--- src/inc/cpw_defs.svh ---
// Purpose: offsets, field positions, reset values and timing counts of the pwm unit
// Assumes: byte-wide register port with a 3-bit address
// Notes:   definitions only
`ifndef CPW_DEFS_SVH
`define CPW_DEFS_SVH

// ============================================================
// register offsets
`define CPW_OFF_UNIT_CONTROL   3'h0
`define CPW_OFF_DUTY_HIGH      3'h1
`define CPW_OFF_DUTY_SHADOW    3'h2
`define CPW_OFF_PERIOD_LIMIT   3'h3
`define CPW_OFF_TIMER_CONTROL  3'h4
`define CPW_OFF_PERIOD_TIMER   3'h5
`define CPW_OFF_PORT_CONFIG    3'h6

// ============================================================
// unit_control fields
`define CPW_CTL_LOW_HI         5
`define CPW_CTL_LOW_LO         4
`define CPW_CTL_MODE_HI        3
`define CPW_CTL_MODE_PWM_LO    2
`define CPW_MODE_PWM           2'h3

// ============================================================
// period_timer_control fields
`define CPW_TCT_POST_HI        6
`define CPW_TCT_POST_LO        3
`define CPW_TCT_ON             2
`define CPW_TCT_PRE_HI         1
`define CPW_TCT_PRE_LO         0

// ============================================================
// port_config fields
`define CPW_PRT_LATCH_DEF      0
`define CPW_PRT_LATCH_ALT      1
`define CPW_PRT_DIR_DEF        2
`define CPW_PRT_DIR_ALT        3
`define CPW_PRT_PIN_SEL        4

// ============================================================
// reset values
`define CPW_RST_UNIT_CONTROL   6'h00
`define CPW_RST_DUTY           8'h00
`define CPW_RST_PERIOD_LIMIT   8'hFF
`define CPW_RST_TIMER_CONTROL  7'h00
`define CPW_RST_PERIOD_TIMER   8'h00
`define CPW_RST_PORT_CONFIG    5'h0C

// ============================================================
// timing: oscillator periods per instruction cycle, prescale terminal counts
`define CPW_OSC_PER_CYCLE      4
`define CPW_PRE_LAST_1         4'h0
`define CPW_PRE_LAST_4         4'h3
`define CPW_PRE_LAST_16        4'hF

`endif

--- src/inc/cpw_pkg.sv ---
// Purpose: shared types of the pwm unit
// Assumes: nothing
// Notes:   constants live in cpw_defs.svh
package cpw_pkg;

  // ============================================================
  // types
  typedef logic [7:0] cpw_byte_t;
  typedef logic [9:0] cpw_base_t;
  typedef logic [2:0] cpw_addr_t;

endpackage

--- src/verilog/cpw_pwm_unit.sv ---
// Purpose: pwm mode of a capture/compare/pwm unit with its period timer
// Assumes: ref_clk is the system oscillator; sleep_mode comes from ref_clk logic
// Notes:   capture and compare actions are not built; the compare latch stays low
//
// Design decisions made here: the address map and the strobed register port.
`timescale 1ns/1ps
`default_nettype none
`include "cpw_defs.svh"

module cpw_pwm_unit
  import cpw_pkg::*;
(
  input  wire logic      ref_clk,
  input  wire logic      rst,
  input  wire logic      sleep_mode,
  input  wire cpw_addr_t reg_addr,
  input  wire cpw_byte_t reg_wdata,
  input  wire logic      reg_wr,
  input  wire logic      reg_rd,
  output cpw_byte_t      reg_rdata,
  output logic           pin_def_out,
  output logic           pin_def_oe_n,
  output logic           pin_alt_out,
  output logic           pin_alt_oe_n
);

  // ============================================================
  // functions
  function automatic logic is_pwm(input logic [5:0] ctl);
    is_pwm = (ctl[`CPW_CTL_MODE_HI:`CPW_CTL_MODE_PWM_LO] == `CPW_MODE_PWM);
  endfunction

  function automatic logic [3:0] pre_last(input logic [1:0] sel);
    pre_last = (sel == 2'h0) ? `CPW_PRE_LAST_1 :
               (sel == 2'h1) ? `CPW_PRE_LAST_4 : `CPW_PRE_LAST_16;
  endfunction

  // ============================================================
  // state
  logic [5:0] ctl_ff;
  cpw_byte_t  duty_hi_ff;
  cpw_byte_t  shadow_ff;
  logic [1:0] lat2_ff;
  cpw_byte_t  limit_ff;
  logic [6:0] tctl_ff;
  cpw_byte_t  tmr_ff;
  logic [1:0] phase_ff;
  logic [3:0] pre_ff;
  logic       level_ff;
  logic [4:0] port_ff;
  cpw_byte_t  rdata_ff;
  logic       def_out_ff;
  logic       def_oe_n_ff;
  logic       alt_out_ff;
  logic       alt_oe_n_ff;

  // ============================================================
  // decode
  wire wr_ctl    = reg_wr && (reg_addr == `CPW_OFF_UNIT_CONTROL);
  wire wr_duty   = reg_wr && (reg_addr == `CPW_OFF_DUTY_HIGH);
  wire wr_shadow = reg_wr && (reg_addr == `CPW_OFF_DUTY_SHADOW);
  wire wr_limit  = reg_wr && (reg_addr == `CPW_OFF_PERIOD_LIMIT);
  wire wr_tctl   = reg_wr && (reg_addr == `CPW_OFF_TIMER_CONTROL);
  wire wr_tmr    = reg_wr && (reg_addr == `CPW_OFF_PERIOD_TIMER);
  wire wr_port   = reg_wr && (reg_addr == `CPW_OFF_PORT_CONFIG);

  wire       pwm_on  = is_pwm(ctl_ff);
  // oscillator stopped in sleep: nothing below advances
  wire       run     = !sleep_mode;
  wire [1:0] pre_sel = tctl_ff[`CPW_TCT_PRE_HI:`CPW_TCT_PRE_LO];
  wire       tmr_on  = tctl_ff[`CPW_TCT_ON];
  wire       cyc_end = run && (phase_ff == 2'(`CPW_OSC_PER_CYCLE - 1));
  wire       pre_end = (pre_ff == pre_last(pre_sel));
  // postscaler bits never reach the increment path
  wire       tmr_inc = cyc_end && tmr_on && pre_end;
  wire       restart = tmr_inc && (tmr_ff == limit_ff);
  wire [1:0] low_now = ctl_ff[`CPW_CTL_LOW_HI:`CPW_CTL_LOW_LO];
  wire [9:0] duty_new = {duty_hi_ff, low_now};
  wire [1:0] base_lo = (pre_sel == 2'h0) ? phase_ff :
                       (pre_sel == 2'h1) ? pre_ff[1:0] : pre_ff[3:2];
  wire cpw_base_t time_base = {tmr_ff, base_lo};
  // duty above the period never equals the base, so no clear
  wire       match   = pwm_on && run && tmr_on &&
                       (time_base == {shadow_ff, lat2_ff});
  // clear acts in the match cycle, so high time equals the duty count
  wire       pwm_high = level_ff && !match;
  wire       owned   = (ctl_ff != 6'h00);
  wire       pin_sel = port_ff[`CPW_PRT_PIN_SEL];

  wire nxt_level = !pwm_on ? 1'b0 :
                   restart ? (duty_new != 10'h000) :
                   match   ? 1'b0 : level_ff;
  wire nxt_def_out = (owned && !pin_sel) ? pwm_high : port_ff[`CPW_PRT_LATCH_DEF];
  wire nxt_alt_out = (owned && pin_sel) ? pwm_high : port_ff[`CPW_PRT_LATCH_ALT];

  cpw_byte_t nxt_rdata;
  always_comb begin
    unique case (reg_addr)
      `CPW_OFF_UNIT_CONTROL:  nxt_rdata = {2'h0, ctl_ff};
      `CPW_OFF_DUTY_HIGH:     nxt_rdata = duty_hi_ff;
      `CPW_OFF_DUTY_SHADOW:   nxt_rdata = shadow_ff;
      `CPW_OFF_PERIOD_LIMIT:  nxt_rdata = limit_ff;
      `CPW_OFF_TIMER_CONTROL: nxt_rdata = {1'b0, tctl_ff};
      `CPW_OFF_PERIOD_TIMER:  nxt_rdata = tmr_ff;
      `CPW_OFF_PORT_CONFIG:   nxt_rdata = {3'h0, port_ff};
      default:                nxt_rdata = 8'h00;
    endcase
  end

  // ============================================================
  // software registers
  always_ff @(posedge ref_clk or posedge rst) begin
    if (rst) begin
      ctl_ff     <= `CPW_RST_UNIT_CONTROL;
      duty_hi_ff <= `CPW_RST_DUTY;
      limit_ff   <= `CPW_RST_PERIOD_LIMIT;
      tctl_ff    <= `CPW_RST_TIMER_CONTROL;
      port_ff    <= `CPW_RST_PORT_CONFIG;
    end else begin
      // taken any time; duty_hi_ff and the low duty bits are seen only at the next restart
      if (wr_ctl)   ctl_ff     <= reg_wdata[5:0];
      if (wr_duty)  duty_hi_ff <= reg_wdata;
      if (wr_limit) limit_ff   <= reg_wdata;
      if (wr_tctl)  tctl_ff    <= reg_wdata[6:0];
      if (wr_port)  port_ff    <= reg_wdata[4:0];
    end
  end

  // ============================================================
  // time base
  always_ff @(posedge ref_clk or posedge rst) begin
    if (rst) begin
      phase_ff <= 2'h0;
      pre_ff   <= 4'h0;
      tmr_ff   <= `CPW_RST_PERIOD_TIMER;
    end else begin
      if (run) phase_ff <= phase_ff + 2'h1;
      if (cyc_end && tmr_on) pre_ff <= pre_end ? 4'h0 : pre_ff + 4'h1;
      if (wr_tmr) tmr_ff <= reg_wdata;
      else if (restart) tmr_ff <= 8'h00;
      else if (tmr_inc) tmr_ff <= tmr_ff + 8'h01;
    end
  end

  // ============================================================
  // duty buffer and output latch
  always_ff @(posedge ref_clk or posedge rst) begin
    if (rst) begin
      shadow_ff <= `CPW_RST_DUTY;
      lat2_ff   <= 2'h0;
      level_ff  <= 1'b0;
    end else begin
      // restart wins over a software write in the same cycle
      if (restart) begin
        shadow_ff <= duty_hi_ff;
        lat2_ff   <= low_now;
      end else if (wr_shadow && !pwm_on) begin
        shadow_ff <= reg_wdata;
      end
      level_ff <= nxt_level;
    end
  end

  // ============================================================
  // pins and read data
  always_ff @(posedge ref_clk or posedge rst) begin
    if (rst) begin
      def_out_ff  <= 1'b0;
      def_oe_n_ff <= 1'b1;
      alt_out_ff  <= 1'b0;
      alt_oe_n_ff <= 1'b1;
      rdata_ff    <= 8'h00;
    end else begin
      def_out_ff  <= nxt_def_out;
      def_oe_n_ff <= port_ff[`CPW_PRT_DIR_DEF];
      alt_out_ff  <= nxt_alt_out;
      alt_oe_n_ff <= port_ff[`CPW_PRT_DIR_ALT];
      rdata_ff    <= reg_rd ? nxt_rdata : 8'h00;
    end
  end

  assign reg_rdata    = rdata_ff;
  assign pin_def_out  = def_out_ff;
  assign pin_def_oe_n = def_oe_n_ff;
  assign pin_alt_out  = alt_out_ff;
  assign pin_alt_oe_n = alt_oe_n_ff;

  // ============================================================
  // assertions
  property p_wrap;
    @(posedge ref_clk) disable iff (rst)
      restart && !wr_tmr |=> (tmr_ff == 8'h00);
  endproperty
  a_wrap: assert property (p_wrap) else $error("timer did not clear at limit");

  property p_inc;
    @(posedge ref_clk) disable iff (rst)
      tmr_inc && !restart && !wr_tmr |=> (tmr_ff == $past(tmr_ff) + 8'h01);
  endproperty
  a_inc: assert property (p_inc) else $error("timer did not step");

  property p_copy;
    @(posedge ref_clk) disable iff (rst)
      restart |=> (shadow_ff == $past(duty_hi_ff)) && (lat2_ff == $past(low_now));
  endproperty
  a_copy: assert property (p_copy) else $error("duty not buffered at restart");

  property p_set;
    @(posedge ref_clk) disable iff (rst)
      restart && !wr_tmr && pwm_on && (duty_new != 10'h000) |=>
        level_ff ##1 (def_out_ff || pin_sel || !owned);
  endproperty
  a_set: assert property (p_set) else $error("pin not set at restart");

  property p_zero;
    @(posedge ref_clk) disable iff (rst)
      restart && (duty_new == 10'h000) |=> !level_ff;
  endproperty
  a_zero: assert property (p_zero) else $error("zero duty set the pin");

  property p_clear;
    @(posedge ref_clk) disable iff (rst)
      match && !restart |=> !level_ff;
  endproperty
  a_clear: assert property (p_clear) else $error("match did not clear");

  property p_sleep;
    @(posedge ref_clk) disable iff (rst)
      sleep_mode && !reg_wr |=> $stable(tmr_ff) && $stable(level_ff) && $stable(phase_ff);
  endproperty
  a_sleep: assert property (p_sleep) else $error("state moved in sleep");

  property p_ro;
    @(posedge ref_clk) disable iff (rst)
      wr_shadow && pwm_on && !restart |=> $stable(shadow_ff);
  endproperty
  a_ro: assert property (p_ro) else $error("shadow written in pwm mode");

  property p_hold;
    @(posedge ref_clk) disable iff (rst)
      !restart && !wr_shadow |=> $stable(shadow_ff) && $stable(lat2_ff);
  endproperty
  a_hold: assert property (p_hold) else $error("duty write leaked early");

  property p_release;
    @(posedge ref_clk) disable iff (rst)
      (ctl_ff == 6'h00) |=> (def_out_ff == $past(port_ff[`CPW_PRT_LATCH_DEF]));
  endproperty
  a_release: assert property (p_release) else $error("pin not returned to port");

  property p_route;
    @(posedge ref_clk) disable iff (rst)
      owned && pin_sel |=> (alt_out_ff == $past(pwm_high));
  endproperty
  a_route: assert property (p_route) else $error("alternate pin not routed");

  property p_dir;
    @(posedge ref_clk) disable iff (rst)
      port_ff[`CPW_PRT_DIR_DEF] |=> def_oe_n_ff;
  endproperty
  a_dir: assert property (p_dir) else $error("input pin was driven");

  property p_alt_dir;
    @(posedge ref_clk) disable iff (rst)
      port_ff[`CPW_PRT_DIR_ALT] |=> alt_oe_n_ff;
  endproperty
  a_alt_dir: assert property (p_alt_dir) else $error("alternate input pin driven");

  property p_phase;
    @(posedge ref_clk) disable iff (rst)
      run |=> (phase_ff == 2'($past(phase_ff) + 2'h1));
  endproperty
  a_phase: assert property (p_phase) else $error("oscillator phase did not step");

  property p_over;
    @(posedge ref_clk) disable iff (rst)
      pwm_on && level_ff && !restart && (tmr_ff <= limit_ff) &&
      ({shadow_ff, lat2_ff} > {limit_ff, 2'h3}) |=> level_ff;
  endproperty
  a_over: assert property (p_over) else $error("long duty cleared the pin");

  property p_sleep_pin;
    @(posedge ref_clk) disable iff (rst)
      sleep_mode && $past(sleep_mode) && !reg_wr && !$past(reg_wr) && !$past(reg_wr, 2)
        |=> $stable(def_out_ff) && $stable(alt_out_ff);
  endproperty
  a_sleep_pin: assert property (p_sleep_pin) else $error("pin moved in sleep");

endmodule // cpw_pwm_unit
`default_nettype wire

--- config.mk ---
export PLATFORM = sky130hd
export DESIGN_NAME = cpw_pwm_unit
export DESIGN_NICKNAME = d
export VERILOG_FILES = /design/src/inc/cpw_pkg.sv /design/src/verilog/cpw_pwm_unit.sv
export VERILOG_INCLUDE_DIRS = /design/src /design/src/inc
export SDC_FILE = /design/constraint.sdc
export NUM_CORES = 1
export LEC_CHECK = 0
export BUFFER_PORTS_ARGS = -buffer_cell sky130_fd_sc_hd__buf_4
export CAP_MARGIN = 30
export CORE_MARGIN = 8
export CORE_UTILIZATION = 45
export DETAILED_ROUTE_END_ITERATION = 8
export GPL_ROUTABILITY_DRIVEN = 0
export MAX_ROUTING_LAYER = met4
export PLACE_DENSITY = 0.61
export SLEW_MARGIN = 20
export SYNTH_ARGS = -nofsm -noshare
export SYNTH_HDL_FRONTEND = slang
export SYNTH_SLANG_ARGS = --single-unit
--- constraint.sdc ---
create_clock -name ref_clk -period 5.5 [get_ports ref_clk]
set_input_delay 1.1 -clock ref_clk [delete_from_list [all_inputs] [get_ports ref_clk]]
set_output_delay 1.1 -clock ref_clk [all_outputs]
set_load 0.05 [all_outputs]
# After elaboration in Yosys (flattened, before gate mapping)
# Index checks and enable logic that the tools add are counted.
[totals]
word_cells = 77
regBits = 71
output_inout_bits = 12
[classes]
reduce_logical = 28
addsub = 3
n_eq_ne = 13
mux = 17
[ops]
columns = ["cell", "n"]
rows = [
  ["$pmux W8 S7", 1],
  ["$mux W8", 6],
  ["$logic_and A1 B1 Y1", 18],
  ["$mux W4", 3],
  ["$eq A10 B10 Y1", 1],
  ["$reduce_bool A10 Y1", 1],
  ["$eq A3 B3 Y1 const B", 3],
  ["$add A8 B1 Y8 const B", 1],
  ["$eq A8 B8 Y1", 1],
  ["$eq A3 B2 Y1 const B", 2],
  ["$reduce_bool A6 Y1", 1],
  ["$mux W1", 5],
  ["$add A4 B1 Y4 const B", 1],
  ["$eq A2 B2 Y1 const B", 2],
  ["$eq A4 B4 Y1", 1],
  ["$logic_not A1 Y1", 4],
  ["$mux W2", 2],
  ["$eq A3 B1 Y1 const B", 1],
  ["$logic_not A3 Y1", 1],
  ["$ne A3 B1 Y1 const B", 1],
  ["$reduce_bool A3 Y1", 1],
  ["$add A2 B1 Y2 const B", 1],
  ["$eq A2 B1 Y1 const B", 1],
  ["$logic_not A2 Y1", 1],
  ["$reduce_bool A2 Y1", 1],
]

# Logic depth before layout (Yosys ltp)
# Gate-level depths: netlist of run 1.
[logic_depth]
ltp_word = 8
ltp_mapped = 7
depth_no_buf = 6

# Least setup slack after synthesis of run 1
# Ideal clock, no wire load.
[synth_path]
path_type = "input-to-reg"
start = "in reg_addr[0]"
end = "reg ctl_ff[0]"
t_required_ps = 5375
setup_ps = 125
arrival_ps = 2304
slack_ps = 3071
cell_stages = 4
path_cell_list = "clkbuf_1 nand2b_1 nor3_1 mux2_2"
[synth_between]
elab_chain_len = 2
[synth_lines]
columns = ["item", "line", "text"]
rows = [
  ["start, declared", "cpw_pwm_unit.sv:16", "input wire cpw_addr_t reg_addr,"],
  ["$logic_not A3 Y1", "n/a", ""],
  ["$logic_and A1 B1 Y1", "cpw_pwm_unit.sv:59", "wire wr_ctl = reg_wr && (reg_addr == `CPW_OFF_UNIT_CONTROL);"],
  ["end signal, assigned", "cpw_pwm_unit.sv:114", "ctl_ff <= `CPW_RST_UNIT_CONTROL;"],
  ["end signal, assigned", "cpw_pwm_unit.sv:121", "if (wr_ctl) ctl_ff <= reg_wdata[5:0];"],
  ["end, declared", "cpw_pwm_unit.sv:40", "logic [5:0] ctl_ff;"],
]
# Every way passes these cells.
# A chain may end at the register's enable or synchronous reset.

# Final worst setup path of run 1
[layout_path]
start = "in sleep_mode"
end = "reg lat2_ff[0]"
[layout_between]
elab_chain_len = 5
[layout_lines]
columns = ["item", "line", "text"]
rows = [
  ["start, declared", "cpw_pwm_unit.sv:15", "input wire logic sleep_mode,"],
  ["$logic_not A1 Y1", "cpw_pwm_unit.sv:69", "wire run = !sleep_mode;"],
  ["$logic_and A1 B1 Y1", "cpw_pwm_unit.sv:72", "wire cyc_end = run && (phase_ff == 2'(`CPW_OSC_PER_CYCLE - 1));"],
  ["$logic_and A1 B1 Y1 (2 in series)", "cpw_pwm_unit.sv:75", "wire tmr_inc = cyc_end && tmr_on && pre_end;"],
  ["$logic_and A1 B1 Y1", "cpw_pwm_unit.sv:76", "wire restart = tmr_inc && (tmr_ff == limit_ff);"],
  ["end signal, assigned", "cpw_pwm_unit.sv:156", "lat2_ff <= low_now;"],
  ["end, declared", "cpw_pwm_unit.sv:43", "logic [1:0] lat2_ff;"],
]
# Every way passes these cells.

==> impl_metrics.csv, run 1 <==
group,metric,value,unit
yosys,synth.avg_cell_area,11.0,sq um
yosys,synthSimpleGateAreaFrac,13.7,%
status,outcome,"complete, no violations",
die,coreArea,8180,sq um
detailed_routing,met3_length,436,um
die,die_area,11600,sq um
yosys,synth_flop_cell,"dfrtp_1",
timing,setup_tns,0,ns
finish,drive_gt1_share,29.9,%
detailed_routing,ant_nets,0,
cts,clock_sinks,71,
die,die_w,108,um
yosys,synth-edff-count,0,
timing,hold_ws,0.378,ns
cts,path_clk_slew,0.08,ns
setup_path,reg2reg_to,"lat2_ff[0]$_DFFE_PP0P_",
yosys,synth_compound_area_share,10.1,%
detailed_routing,dr_wl_met2,4.30,mm
timing,finClkSkew,0.0148,ns
place,placed_cell_area,3990,sq um
yosys,synth.distinct_cells,49,
yosys,syn_area,3770,sq um
finish,area_growth,13.1,%
yosys,synth_top_family_by_area,"multiplexers",
detailed_routing,avgViaCountPerCell,5.74,
timing,final.period_utilization,46.7,%
finish,diodes,0,
yosys,synth-xor-area-share,4.65,%
cts,worstSkewPairLatency,0.36,ns
cts,holdBufCountCts,0,
detailed_routing,drcViolationCount,0,
setup_path,critPathArrivalTime,2.80,ns
timing,rsz0062_at_grt,"no",
finish,final_common_cell,"dfrtp_1",
die,start_util,46.1,%
cts,cts_max_level,3,
yosys,synth_nets,363,
yosys,seq_area_frac_synth,47.5,%
detailed_routing,wirelength_met1,4.39,mm
finish,nets,385,
power_and_ir_drop,powerDensity,415,nW/um^2
grt,grt_first_pass_wirelength,14.8,mm
yosys,synthArstFlopShare,100,%
detailed_routing,drt_pass1_iterations,5,
grt,grt_usage,17.1,%
setup_path,path_max_fanout,20,
yosys,synthesis.instances,344,
yosys,yosysWarningCount,0,
yosys,yosys.area.top_type,"dfrtp_1",
yosys,synth_top_cell_area_share,39.2,%
timing,finalCriticalPeriod,2.57,ns
cts,cts_resized,0,
place,port_buffers,27,
setup_path,path_class,"in2reg",
detailed_routing,vias,2732,
timing,setup_viol,0,
setup_path,end_kind,"flop",
grt,antenna_found_initial,0,
yosys,synthMuxAreaShare,19.7,%
setup_path,regToRegStartpoint,"tmr_ff[3]$_DFFE_PP0P_",
cts,cts_root_buf,"clkbuf_8",
timing,worst_slew_pin_slew,0.916,ns
die,rows,33,
setup_path,start_kind,"input pin",
cts,cts_buffers,9,
setup_path,critPathLaunch,"sleep_mode",
timing,max_freq,389,MHz
grt,grt-ovfl-total,0,
place,hpwl,6.51,mm
finish,final_area,4270,sq um
hold_path,hold_path_class,"reg2reg",
detailed_routing,wirelength,9.27,mm
setup_path,critPathRequiredTime,5.73,ns
cts,cts_tree,"done",
grt,grt_max_degree,72,
yosys,ys_top_cells_by_area,"dfrtp_1 (39%), mux2_2 (13%), dfstp_2 (8.4%), mux2i_1 (4.8%), xor2_1 (4.2%)",
power_and_ir_drop,p_leak,1.86,nW
setup_path,cp-endpoint,"lat2_ff[0]$_DFFE_PP0P_",
grt,grt_pass1_vias,2696,
cts,cts_setup_buffers,0,
setup_path,r2r_slack,2.97,ns
detailed_routing,drt_iter0_markers,140,
timing,hold_viol_final,0,
flow_run,maxCapViolCount,0,
timing,relSlewSlack,38.5,%
die,die_y,108,um
setup_path,rr_worst_depth,4,
finish,mostFrequentLayoutCells,"dfrtp_1 (59), mux2_2 (42), nand2_1 (33)",
die,io_pins,28,
detailed_routing,wl_per_cell,19.5,um
timing,final-max-slew-violation-count,0,
yosys,ys_seq_elements,71,
yosys,synth-adder-area-share,0.996,%
detailed_routing,top_layer_used,"met4",
cts,cts_buffer_depth,2,
power_and_ir_drop,irDropWorstVdd,0.000160,V
report_power, final:
group          total [W]  internal [W]  switching [W]
sequential      0.000810      0.000656       0.000153
combinational   0.000441      0.000211       0.000230
clock           0.000520      0.000314       0.000206
metal layers:
metal | global-route usage (%) | vias up
li1 | - | 1291
met1 | 22.3 | 1353
met2 | 25.5 | 73
met3 | 3.65 | 15
met4 | 6.44 | 0
met5 | - | -
final cells by class:
cell class | instances | area (sq um)
Fill cell | 745 | 3910
Multi-Input combinational cell | 253 | 1850
Sequential cell | 71 | 1790
Inverter | 2 | 7.51
Timing Repair Buffer | 29 | 238
Clock buffer | 11 | 141
Clock inverter | 5 | 105
Tap cell | 105 | 131
cell usage after synthesis, drive strengths merged (4+ instances only):
cell    instances
nand3          12
dfstp          12
nor2           21
a32oi           4
mux2           44
clkbuf         10
mux2i          18
or2             4
dfrtp          59
a22oi           5
nor4            5
o21ai          22
nand2          33
a31oi           6
nor2b           4
nor3           10
a21oi          13
xor2           18
buf             8
flip-flops by register name, indices dropped and copies added (netlist names), 4 cells and up:
| register | cells |
|---|---|
| tmr_ff | 8 |
| tctl_ff | 7 |
| duty_hi_ff | 8 |
| limit_ff | 8 |
| shadow_ff | 8 |
| ctl_ff | 6 |
| pre_ff | 4 |
| port_ff | 5 |
| reg_rdata | 8 |
cell families (layout without fill, tap and decap cells):
family / count (synthesis) / count (layout)
flip-flops: 71 / 71
AND/OR/NAND/NOR: 104 / 104
XOR/XNOR: 20 / 20
buffers and inverters: 20 / 47
AO/OA/AOI/OAI: 61 / 61
multiplexers: 65 / 65
adder cells (fa/ha/maj): 3 / 3
through the flow:
stage | utilization [%] | setup slack [ns] | power [W] | cells
floorplan | - | 2.62 | 0.00112 | 344
global placement | 48.8 | 2.63 | 0.00125 | 459
detailed placement | 48.8 | 2.57 | 0.00126 | 459
CTS | 51.8 | 2.94 | 0.00177 | 475
global route | 52.2 | 2.63 | 0.00186 | 476
finish | 52.2 | 2.93 | 0.00177 | 476
worst max-delay path: stages:
cell      delay [ns]
buf_4           0.13
nand3b_1        0.26
nor3_1          0.35
o211a_1         0.58
mux2_1          0.37
worst min path at each step:
stage / start / to / slack (ns) / cells past startpoint
2_1_floorplan: port_ff[3]$_DFFE_PP1P_ / pin_alt_oe_n$_DFF_PP1_ / 0.36 / 0
3_3_place_gp: port_ff[3]$_DFFE_PP1P_ / pin_alt_oe_n$_DFF_PP1_ / 0.37 / 0
3_5_place_dp: port_ff[3]$_DFFE_PP1P_ / pin_alt_oe_n$_DFF_PP1_ / 0.37 / 0
4_1_cts: port_ff[3]$_DFFE_PP1P_ / pin_alt_oe_n$_DFF_PP1_ / 0.38 / 0
5_1_grt: port_ff[3]$_DFFE_PP1P_ / pin_alt_oe_n$_DFF_PP1_ / 0.38 / 0
6_report: port_ff[3]$_DFFE_PP1P_ / pin_alt_oe_n$_DFF_PP1_ / 0.38 / 0
Note: power is estimated with default switching activity, not from simulation.
==> inputs of run 2 (changes only) <==
--- a/config.mk
+++ b/config.mk
@@ -13,7 +13,7 @@
 export DETAILED_ROUTE_END_ITERATION = 8
 export GPL_ROUTABILITY_DRIVEN = 0
 export MAX_ROUTING_LAYER = met4
-export PLACE_DENSITY = 0.61
+export PLACE_DENSITY = 0.63
 export SLEW_MARGIN = 20
 export SYNTH_ARGS = -nofsm -noshare
 export SYNTH_HDL_FRONTEND = slang
==> constraint.sdc (replaced) <==
create_clock -name ref_clk -period 2.17 [get_ports ref_clk]
set_input_delay 0.434 -clock ref_clk [delete_from_list [all_inputs] [get_ports ref_clk]]
set_output_delay 0.434 -clock ref_clk [all_outputs]
set_load 0.05 [all_outputs]
==> impl_metrics.csv, run 2 (same netlist as run 1, synthesis figures left out) <==
group,metric,value,unit
grt,grt_first_pass_wirelength,15.0,mm
detailed_routing,dr_wl_met2,4.31,mm
die,die_y,108,um
finish,fin_util,52.9,%
cts,clock_sinks,71,
power_and_ir_drop,comb_power_share,27.3,%
die,die_area,11600,sq um
timing,fin_ws,0.127,ns
setup_path,end_kind,"flop",
timing,rsz0062_at_grt,"no",
timing,setup_tns,0,ns
timing,relSlewSlack,63.2,%
power_and_ir_drop,p_leak,1.90,nW
finish,area_growth,14.7,%
detailed_routing,wirelength_met1,4.09,mm
finish,mostFrequentLayoutCells,"dfrtp_1 (59), mux2_2 (42), buf_4 (40)",
die,io_pins,28,
grt,antenna_found_initial,0,
detailed_routing,avgViaCountPerCell,5.73,
timing,worst_slew_pin_slew,0.550,ns
cts,cts_buffers,9,
cts,path_clk_slew,0.08,ns
power_and_ir_drop,powerDensity,1010,nW/um^2
timing,max_freq,489,MHz
detailed_routing,drt_iter0_markers,172,
detailed_routing,drt_pass1_iterations,4,
timing,final-max-slew-violation-count,0,
setup_path,critPathRequiredTime,2.39,ns
die,coreArea,8180,sq um
cts,cts_buffer_depth,2,
timing,hold_ws,0.161,ns
timing,final.period_utilization,94.2,%
grt,grt_usage,17.2,%
power_and_ir_drop,p_clk_share,26.4,%
die,start_util,46.1,%
cts,cts_max_level,3,
hold_path,hold_path_class,"in2async",
detailed_routing,wl_per_cell,18.8,um
setup_path,critPathArrivalTime,2.27,ns
detailed_routing,met3_length,581,um
cts,cts_tree,"done",
grt,grt_pass1_vias,2723,
flow_run,maxCapViolCount,0,
detailed_routing,top_layer_used,"met4",
cts,cts_root_buf,"clkbuf_8",
grt,grt-ovfl-total,0,
power_and_ir_drop,power_frac_seq,46.3,%
finish,drive_gt1_share,32.4,%
grt,grt_max_degree,72,
setup_path,r2r_slack,0.13,ns
timing,finClkSkew,0.0105,ns
power_and_ir_drop,p_sw_share,34.0,%
setup_path,start_kind,"flop",
power_and_ir_drop,power,0.00436,W
detailed_routing,wirelength,9.16,mm
detailed_routing,vias,2798,
cts,holdBufCountCts,0,
place,hpwl,6.62,mm
finish,multi_input_area,1860,sq um
finish,nets,397,
detailed_routing,ant_nets,0,
place,place_ws,0.130,ns
setup_path,path_max_fanout,7,
die,die_w,108,um
power_and_ir_drop,p_int,0.00288,W
detailed_routing,drcViolationCount,0,
finish,final_common_cell,"dfrtp_1",
finish,fillers,758,
status,outcome,"complete, no violations",
power_and_ir_drop,power_switching,0.00148,W
timing,hold_viol_final,0,
timing,setup_viol,0,
die,rows,33,
finish,diodes,0,
setup_path,path_class,"reg2reg",
power_and_ir_drop,irDropWorstVdd,0.000452,V
timing,finalCriticalPeriod,2.04,ns
place,port_buffers,27,
finish,seqCellArea,1790,sq um
cts,worstSkewPairLatency,0.35,ns
## run 2: what timing repair did
action	4_1_cts	5_1_grt
resized for setup	0	1
setup buffers	0	0
setup endpoints to repair	0	2
endpoints found under the hold margin	0	0
## run 2: path summary, 6_finish.rpt
path | from | endpoint | cells past startpoint
max | pre_ff[2]$_DFFE_PP0P_ | lat2_ff[0]$_DFFE_PP0P_ | 4
max in group asynchronous | rst | pin_def_oe_n$_DFF_PP1_ | 3
min reg2reg | port_ff[3]$_DFFE_PP1P_ | pin_alt_oe_n$_DFF_PP1_ | 0
min in group ref_clk | sleep_mode | phase_ff[0]$_DFFE_PP0N_ | 2
max reg2reg | pre_ff[2]$_DFFE_PP0P_ | lat2_ff[0]$_DFFE_PP0P_ | 4
min | rst | port_ff[1]$_DFFE_PP0P_ | 3
## run 2: per-stage QoR
step / cell area (sq um) / instances
5_1_grt: 4320 / 488
4_1_cts: 4320 / 488
6_report: 4320 / 488
2_1_floorplan: 3770 / 344
3_5_place_dp: 4110 / 472
3_3_place_gp: 4110 / 472
## run 2: area by class of cell
cell class              count  area share (%)
well taps                 105            3.04
multi-input cells         253            42.9
clock buffers              10            2.95
repair buffers             41            7.41
flip-flops and latches     71            41.4
inverters                   2           0.260
clock inverters             6            2.00
## run 2: worst max-delay path, cell delays in order (launching register included)
cell,delay [ns]
dfrtp_1,0.44
or4b_4,0.57
a211oi_2,0.28
o211a_1,0.29
mux2_1,0.35
## run 2: routing by layer
layer	vias to the layer above	global-route usage [%]
met1	1376	22.0
met4	0	5.45
met2	93	26.1
li1	1313	-
met3	16	4.07
met5	-	-
## run 2: power by group through the flow
stage	Combinational [W]	Sequential [W]	Clock, W
floorplan	0.000822	0.00201	0
global placement	0.00116	0.00203	0
detailed placement	0.00119	0.00204	0
CTS	0.00119	0.00202	0.00118
global route	0.00132	0.00207	0.00124
finish	0.00119	0.00202	0.00115
